$ cat config.mk
export PLATFORM = sky130hd
export DESIGN_NAME = chan_image
export DESIGN_NICKNAME = d
export VERILOG_FILES = /design/src/logic/chan_image_pkg.sv /design/src/logic/chan_image.sv
export SDC_FILE = /design/constraint.sdc
export NUM_CORES = 1
export LEC_CHECK = 0
export ABC_AREA = 1
export BUFFER_PORTS_ARGS = -buffer_cell sky130_fd_sc_hd__buf_4
export CAP_MARGIN = 10
export CORE_MARGIN = 8
export CORE_UTILIZATION = 40
export DETAILED_ROUTE_END_ITERATION = 10
export PLACE_DENSITY = 0.55
export SLEW_MARGIN = 20
export SYNTH_ARGS = -nofsm -noshare
export SYNTH_HDL_FRONTEND = slang
export SYNTH_SLANG_ARGS = --single-unit
$ cat constraint.sdc
create_clock -name clk_sys -period 3.3 [get_ports clk_sys]
set_input_delay 0.165 -clock clk_sys [delete_from_list [all_inputs] [get_ports clk_sys]]
set_output_delay 0.165 -clock clk_sys [all_outputs]
set_load 0.1 [all_outputs]
$ cat src/logic/chan_image_pkg.sv
// Package for the per-channel direct-access process image.
// Assumes a byte-addressed backplane bus with 1, 2 or 4 byte accesses.
package chan_image_pkg;
  localparam int unsigned CHAN_SPAN = 8;
  localparam int unsigned CHAN_COUNT = 3;
  localparam logic [4:0] OFF_STATUS = 5'h00;
  localparam logic [4:0] OFF_MOTION = 5'h01;
  localparam logic [4:0] OFF_MODE = 5'h02;
  localparam logic [4:0] OFF_HANDSHAKE = 5'h03;
  localparam logic [4:0] OFF_POSITION = 5'h04;
  localparam logic [4:0] OFF_RESERVED = 5'h04;
  // Control byte 0 keeps only bit 3; byte 1 drops bits 5 and 4
  localparam logic [7:0] MASK_ERROR_ACK = 8'h08;
  localparam logic [7:0] MASK_COMMAND = 8'hcf;
  localparam logic [7:0] MASK_HANDSHAKE = 8'haf;
  localparam logic [7:0] MASK_MOTION = 8'hf7;
  localparam logic [7:0] MASK_STATUS = 8'h9c;
  localparam logic [7:0] CTRL_RESET = 8'h00;
  localparam logic [31:0] POS_RESET = 32'h0000_0000;
  localparam int unsigned CLK_HZ = 125_000_000;
  localparam int unsigned RETURN_PERIOD_MS = 8;
  localparam int unsigned POSITION_PERIOD_MS = 3;
  localparam int unsigned RETURN_CYCLES = CLK_HZ / 1000 * RETURN_PERIOD_MS;
  localparam int unsigned POSITION_CYCLES =
    CLK_HZ / 1000 * POSITION_PERIOD_MS;

  typedef struct packed {
    logic [7:0] status;
    logic [7:0] motion;
    logic [7:0] mode;
    logic [7:0] handshake;
  } return_sig_t;

  typedef struct packed {
    logic [7:0] error_ack;
    logic [7:0] command;
    logic [7:0] requested_mode;
    logic [7:0] mode_type;
  } control_sig_t;
endpackage

$ cat src/logic/chan_image.sv
// Direct-access input/output image of three positioning channels.
// Assumes bus strobes and live channel signals share clk_sys.
`timescale 1ns/1ps
module chan_image
  import chan_image_pkg::*;
#(
  parameter int unsigned RETURN_TICKS = RETURN_CYCLES,
  parameter int unsigned POSITION_TICKS = POSITION_CYCLES
) (
  input wire logic clk_sys,
  input wire logic reset_n,
  input wire logic [4:0] bus_addr,
  input wire logic [1:0] bus_size,
  input wire logic bus_read,
  input wire logic bus_write,
  input wire logic [31:0] bus_wdata,
  output logic [31:0] bus_rdata,
  output logic bus_ack,
  input wire return_sig_t [CHAN_COUNT-1:0] live_return,
  input wire logic [CHAN_COUNT-1:0][31:0] live_position,
  output control_sig_t [CHAN_COUNT-1:0] control_out
);
  logic [31:0] ret_cnt_reg;
  logic [31:0] pos_cnt_reg;
  return_sig_t [CHAN_COUNT-1:0] ret_reg;
  logic [CHAN_COUNT-1:0][31:0] pos_reg;
  logic [7:0] in_img [CHAN_COUNT*CHAN_SPAN];
  logic [7:0] out_img [CHAN_COUNT*CHAN_SPAN];
  logic ret_tick;
  logic pos_tick;
  logic [2:0] nbytes;
  logic [31:0] rdata_next;
  logic [4:0] cmd_addr_ch1;

  // Byte count of the access: 0 one, 1 two, else four
  function automatic logic [2:0] size_bytes(input logic [1:0] s);
    case (s)
      2'h0: size_bytes = 3'h1;
      2'h1: size_bytes = 3'h2;
      default: size_bytes = 3'h4;
    endcase
  endfunction

  // Keep documented-zero control bits clear regardless of host writes
  function automatic logic [7:0] ctrl_mask(input logic [4:0] a);
    case (5'(a % 5'(CHAN_SPAN)))
      OFF_STATUS: ctrl_mask = MASK_ERROR_ACK;
      OFF_MOTION: ctrl_mask = MASK_COMMAND;
      OFF_MODE: ctrl_mask = 8'hff;
      OFF_HANDSHAKE: ctrl_mask = 8'hff;
      default: ctrl_mask = 8'h00;
    endcase
  endfunction

  assign ret_tick = (ret_cnt_reg == 32'(RETURN_TICKS - 1));
  assign pos_tick = (pos_cnt_reg == 32'(POSITION_TICKS - 1));
  assign nbytes = size_bytes(bus_size);
  assign cmd_addr_ch1 = 5'(CHAN_SPAN) + OFF_MOTION;

  always_ff @(posedge clk_sys or negedge reset_n) begin
    if (!reset_n) begin
      ret_cnt_reg <= 32'h0;
      pos_cnt_reg <= 32'h0;
    end else begin
      ret_cnt_reg <= ret_tick ? 32'h0 : ret_cnt_reg + 32'h1;
      pos_cnt_reg <= pos_tick ? 32'h0 : pos_cnt_reg + 32'h1;
    end
  end

  always_ff @(posedge clk_sys or negedge reset_n) begin
    if (!reset_n) begin
      ret_reg <= '0;
      pos_reg <= {CHAN_COUNT{POS_RESET}};
    end else begin
      if (ret_tick) ret_reg <= live_return;
      if (pos_tick) pos_reg <= live_position;
    end
  end

  // byte layout of the input image
  // params assigned flag comes from the ret_reg snapshot of the live status
  always_comb begin
    for (int c = 0; c < CHAN_COUNT; c++) begin
      in_img[c*CHAN_SPAN + OFF_STATUS] = ret_reg[c].status & MASK_STATUS;
      in_img[c*CHAN_SPAN + OFF_MOTION] = ret_reg[c].motion & MASK_MOTION;
      in_img[c*CHAN_SPAN + OFF_MODE] = ret_reg[c].mode;
      in_img[c*CHAN_SPAN + OFF_HANDSHAKE] =
        ret_reg[c].handshake & MASK_HANDSHAKE;
      for (int b = 0; b < 4; b++) begin
        in_img[c*CHAN_SPAN + OFF_POSITION + b] = pos_reg[c][31-8*b -: 8];
      end
    end
  end

  // read assembly, lowest address in the top byte
  always_comb begin
    rdata_next = 32'h0;
    for (int b = 0; b < 4; b++) begin
      if (3'(b) < nbytes &&
          (int'(bus_addr) + b) < CHAN_COUNT*CHAN_SPAN) begin
        rdata_next[8*(32'(nbytes)-1-b) +: 8] = in_img[int'(bus_addr) + b];
      end
    end
  end

  always_ff @(posedge clk_sys or negedge reset_n) begin
    if (!reset_n) begin
      bus_rdata <= 32'h0;
      bus_ack <= 1'b0;
    end else begin
      bus_rdata <= bus_read ? rdata_next : 32'h0;
      bus_ack <= bus_read | bus_write;
    end
  end

  // byte-wise write into the output image
  always_ff @(posedge clk_sys or negedge reset_n) begin
    if (!reset_n) begin
      for (int i = 0; i < CHAN_COUNT*CHAN_SPAN; i++) out_img[i] <= CTRL_RESET;
    end else if (bus_write) begin
      for (int b = 0; b < 4; b++) begin
        if (3'(b) < nbytes &&
            (int'(bus_addr) + b) < CHAN_COUNT*CHAN_SPAN) begin
          out_img[int'(bus_addr) + b] <=
            bus_wdata[8*(32'(nbytes)-1-b) +: 8] &
            ctrl_mask(5'(int'(bus_addr) + b));
        end
      end
    end
  end

  always_ff @(posedge clk_sys or negedge reset_n) begin
    if (!reset_n) begin
      control_out <= '0;
    end else begin
      for (int c = 0; c < CHAN_COUNT; c++) begin
        control_out[c] <= {out_img[c*CHAN_SPAN + OFF_STATUS],
          out_img[c*CHAN_SPAN + OFF_MOTION],
          out_img[c*CHAN_SPAN + OFF_MODE],
          out_img[c*CHAN_SPAN + OFF_HANDSHAKE]};
      end
    end
  end
endmodule

# After elaboration in Yosys (flattened, before gate mapping)
# Cells that the tools add are included.
# totals
register_bits,577
latchBits,0
mem_bits_rw,0
mem_bits_ro,0
input_bits,235
output_inout_bits,129
n_memories,0
# op_classes
addsub,16
n_mul,0
n_div,0
n_lt_le_gt_ge,16
eq_ne,15
shifts,12
mux,54
n_bitwise,10
reduce_logical,17
# ops
operator,count
two-way mux 192 bit,7
bitwise mux 192 bit,4
two-way mux 32 bit,7
binary-select mux 8 bit (select 5 bit),4
demux 8 bit (select 5 bit),4
two-way mux 8 bit,20
negation 32 -> 34 bit,4
"variable shift 8 x 34 -> 32 bit, first input constant",4
variable part select 8 x 34 -> 32 bit,4
variable part select 32 x 33 -> 8 bit,4
">= comparator 32 x 6 -> 1 bit, second input constant",4
"less-than comparator 32 x 1 -> 1 bit, second input constant",4
bitwise mux 32 bit,3
inverter 6 -> 32 bit,3
one-hot mux 8 bit (3 select lines),4
"adder 32 x 1 -> 32 bit, second input constant",2
bitwise AND 32 bit,1
bitwise AND 8 bit,4
"equality test 32 x 19 -> 1 bit, second input constant",1
"equality test 32 x 20 -> 1 bit, second input constant",1
inverter 5 -> 32 bit,1
"subtractor 29 x 1 -> 29 bit, second input constant",1
"subtractor 29 x 2 -> 29 bit, second input constant",1
"adder 5 x 2 -> 6 bit, second input constant",4
other kinds (16),44

# Longest topological paths before layout
# logic_depth
depth_word,18
ltp_mapped,19
depth_no_buf,15

# Worst setup path after synthesis
# OpenSTA, ideal clock, no wires.
# synth_path
path_kind,input port to flip-flop
startpoint,input bus_addr[1]
endpoint,register bus_rdata[4]
setup_time_ns,0.136
arrival_time_ns,2.727
required_ns,3.164
slack_ns,0.436
cell_stages,14
n_path_buf,5
path_cell_list,buf_2 -> inv_1 -> clkbuf_1 -> clkbuf_1 -> ha_1 -> ha_1 -> inv_1 -> clkbuf_1 -> clkbuf_1 -> o21ai_0 -> a21oi_1 -> o21ai_0 -> nand3_1 -> a21oi_1
# synth_between
elab_chain_len,14
elab_cells_between_ends,43
classes_between,add/sub (6); order compare (4); shift (4); mux (20); bitwise (5); reduce/logical (4)
# synth_rtl
element,line,rtl
from (decl),chan_image.sv:12,"input wire logic [4:0] bus_addr,"
"parallel branches: the longest is 12 deep, another holds adder 5 x 1 -> 6 bit",--,
two-way mux 32 bit *,chan_image.sv:99,if (3'(b) < nbytes &&
two-way mux 32 bit *,chan_image.sv:111,bus_rdata <= bus_read ? rdata_next : 32'h0;
to (signal assigned),chan_image.sv:111,
to (decl),chan_image.sv:17,"output logic [31:0] bus_rdata,"
# Mark *: on every way between the ends. The select of a mux whose other input is x is not followed.
# A chain may end at the register's enable or synchronous reset.

# Worst setup path in the final report
# layout_path
startpoint,input bus_addr[0]
endpoint,register out_img[191] (netlist bit)
# layout_between
elab_chain_len,17
elab_cells_between_ends,85
classes_between,add/sub (6); order compare (12); eq/ne (12); mux (31); bitwise (8); reduce/logical (16)
# layout_rtl
element,line,rtl
"parallel branches: the longest is 16 deep, another holds >= comparator 32 x 6 -> 1 bit",--,
two-way mux 192 bit *,chan_image.sv:122,if (3'(b) < nbytes &&
"to (signal, indexed assignment)",chan_image.sv:124,out_img[int'(bus_addr) + b] <=
to (decl),chan_image.sv:28,logic [7:0] out_img [CHAN_COUNT*CHAN_SPAN];
# Marks and branches as above.

==> flow_summary_export.csv <==
group,metric,value,unit
min_path,hold_path_class,"in2reg",
timing,min_period,2.61,ns
power,cellPowerDensity,532,nW/um^2
critical_path,cp_data_required_time,3.84,ns
power,leakagePower,18.8,nW
logic_synthesis,ys_top_cells_by_area,"dfrtp_1, nand2_1, nand3_1",
timing,setup_viol,0,
cts,cts_sinks,460,
cts,h-tree-depth,2,
detailed_routing,dr.first_iter.drc_count,3777,
floorplan,core,72500,sq um
cts,ctsLongestPathBuffers,3,
cells_and_area,final_cell_area,36400,sq um
min_path,worstHoldEndpoint,"out_img[177]$_DFFE_PN0P_",
critical_path,crit_arrival,3.16,ns
cts,post_cts_buffers,0,
placement,dpl_cell_area,32800,sq um
logic_synthesis,synth_fa_ha_area_frac,0.00731,
placement,port_buffers,342,
placement,place_ws,0.237,ns
global_routing,grt.total_usage,0.294,
cts,cts-root-buf,"clkbuf_16",
global_routing,grt_pass1_wl,187,mm
power,vdd_ir_drop_max,511,uV
timing,maxSlewHeadroom,0.299,
min_path,hold_depth,4,
cts,path_clk_slew,0.07,ns
floorplan,start_util,0.401,
critical_path,r2r_setup_slack,0.87,ns
logic_synthesis,synth-compound-area-share,0.0687,
floorplan,ios,364,
min_path,worstHoldStart,"bus_write",
timing,timing.final.ws_setup,0.689,ns
cts,clk_latency,0.63,ns
timing,rsz0062_at_grt,"false",
floorplan,die_y,286,um
logic_synthesis,netlist-cell-type-count,50,
cells_and_area,nets,5122,
critical_path,reg2reg_from,"pos_cnt_reg[29]$_DFF_PN0_",
detailed_routing,post_drt_via_cell_ratio,5.36,
detailed_routing,wire_per_inst,21.0,um
detailed_routing,ant_nets,0,
timing,slew_violations,0,
critical_path,cp-start-kind,"input port",
logic_synthesis,synth_top_family_by_area,"simple AND/OR/NAND/NOR gates",
logic_synthesis,synth_area,29100,sq um
cells_and_area,fillers,7446,
timing,skew,0.0424,ns
critical_path,critPathKind,"in2reg",
logic_synthesis,synthMuxAreaShare,0.000344,
placement,hpwl,87.3,mm
detailed_routing,drcViolationCount,0,
logic_synthesis,syn_area_per_cell,6.56,sq um
flow_run,cap_violations,0,
detailed_routing,vias,31500,
logic_synthesis,synth_top_area_cell,"dfrtp_1",
floorplan,dieArea,81600,sq um
logic_synthesis,synth_top_cell_area_share,0.396,
cts,cts_tree,"done",
global_routing,first_global_vias,29900,
logic_synthesis,yosys_warnings,0,
logic_synthesis,seq_area_frac_synth,0.396,
critical_path,endpoint_kind,"flop",
cells_and_area,drive_gt1_frac,0.134,
status,status,"finished, final reports clean",
critical_path,crit_fanout,125,
placement,place.gp.congestion,0.963,
global_routing,gr-total-overflow,0,
timing,setup_tns,0,ns
logic_synthesis,synth_nets,4689,
critical_path,reg2reg_depth,8,
detailed_routing,first_pass_iters,6,
logic_synthesis,yosys.area_share.simple,0.441,
logic_synthesis,synth_xor_area_frac,0.0141,
floorplan,die_x,286,um
critical_path,r2r_end,"pos_cnt_reg[12]$_DFF_PN0_",
cells_and_area,final_core_util,0.502,
timing,fmax,0.383,GHz
timing,tightest_slew,1.05,ns
timing,fin_crit_sh,0.791,
global_routing,grt_max_degree,147,
cts,cts_made_buffers,54,
global_routing,grt_antenna_before_repair,2,
cells_and_area,synthToLayoutAreaGrowth,25.0,%
logic_synthesis,synth-seq-cells,460,
floorplan,rows,99,
logic_synthesis,synth_cells,4437,
cells_and_area,largest_reg_flops,171,
timing,finalHoldViolCount,0,
detailed_routing,wirelength,123,mm
==> critical path, cell delays in order <==
cell	delay [ns]
buf_6	0.12
inv_4	0.09
buf_12	0.39
ha_1	0.46
inv_1	0.13
a31oi_1	0.58
nand2_1	0.70
nand2_1	0.23
nand3_1	0.10
nand2_1	0.06
nand2_1	0.05
nand2_1	0.05
==> logic make-up after synthesis <==
| group | after synthesis |
|---|---|
| mux | 1 |
| compound gates | 385 |
| fa+ha+maj | 17 |
| simple gates | 2999 |
| xor+xnor | 45 |
| flops | 460 |
| buf+inv | 530 |
==> what timing repair did <==
| item | in CTS | in global routing |
|---|---|---|
| endpoints found under the hold margin | 247 | 0 |
| hold buffers | 172 | 0 |
| gates resized for setup | 0 | 0 |
==> metal layers <==
metal  global-route usage  vias to the layer above  wire, um
li1                     -                    15100         -
met1                0.410                    14800     52900
met2                0.466                     1429     55700
met4               0.0958                        0      4370
met3               0.0444                      226     10300
met5                    0                        -         0
==> synthesized netlist by cell type, drive strengths merged <==
library cell     n
nand2         1781
nand3          698
dfrtp          460
nor2           423
a21oi          301
inv            301
clkbuf         127
buf             98
o21ai           56
nor3            52
xor2            41
nand4           23
ha              17
nor4            13
o22ai           11
a31oi            7
o211ai           6
clkinv           4
xnor2            4
and2             2
and3             2
nor3b            2
or2              2
a211oi           1
mux2i            1
nand3b           1
o21a             1
o21bai           1
o221a            1
==> power by group <==
part | total, W | switching [W] | internal [W]
Combinational | 0.00628 | 0.00467 | 0.00161
Sequential | 0.00679 | 0.000514 | 0.00627
Clock | 0.00628 | 0.00253 | 0.00375
Total | 0.0193 | 0.00772 | 0.0116
==> cell usage in the layout (no fill, tap or decap), types with 13 or more instances in the layout <==
| master | synthesis | routed |
|---|---|---|
| nand3_2 | 16 | 16 |
| nand4_1 | 23 | 23 |
| clkbuf_16 | 0 | 54 |
| inv_1 | 274 | 271 |
| nand2_1 | 1770 | 1769 |
| nor3_1 | 49 | 49 |
| nor2_4 | 32 | 33 |
| dfrtp_1 | 460 | 460 |
| a21oi_1 | 301 | 301 |
| nor4_1 | 13 | 13 |
| o21ai_0 | 53 | 53 |
| buf_4 | 7 | 415 |
| nand3_1 | 677 | 677 |
| nor2_1 | 365 | 363 |
| buf_12 | 0 | 13 |
| ha_1 | 17 | 16 |
| dlygate4sd3_1 | 0 | 172 |
| xor2_1 | 39 | 39 |
| nor2_2 | 25 | 26 |
| inv_2 | 26 | 26 |
==> worst max-delay path by stage <==
stage | startpoint | to | slack (ns)
final | bus_addr[0] | out_img[191]$_DFFE_PN0P_ | 0.69
after global routing | bus_addr[0] | out_img[119]$_DFFE_PN0P_ | 0.55
after CTS | pos_cnt_reg[29]$_DFF_PN0_ | pos_cnt_reg[12]$_DFF_PN0_ | 0.87
after detailed placement | bus_addr[0] | out_img[175]$_DFFE_PN0P_ | 0.24
after global placement | bus_addr[0] | out_img[127]$_DFFE_PN0P_ | 0.27
after floorplan | bus_addr[1] | bus_rdata[4]$_DFF_PN0_ | 0.44
==> area by class of cell <==
type	count	area [sq um]	area share
antenna	2	5.00	0.000138
multi-input combinational	3447	15500	0.426
timing repair buffer	602	5120	0.141
clock inverter	27	339	0.00933
inverter	305	1150	0.0318
clock buffer	70	1530	0.0421
tap	959	1200	0.0330
sequential	460	11500	0.317
==> through the flow <==
| step | power (W) | hold slack, ns | instances |
|---|---|---|---|
| global route | 0.0202 | 0.0771 | 5870 |
| floorplan | 0.0109 | -0.131 | 4437 |
| global placement | 0.0129 | 0.246 | 5601 |
| finish | 0.0193 | 0.0692 | 5872 |
| CTS | 0.0194 | 0.0274 | 5870 |
| detailed placement | 0.0129 | 0.242 | 5601 |
Note: power is estimated with default switching activity, not from simulation.
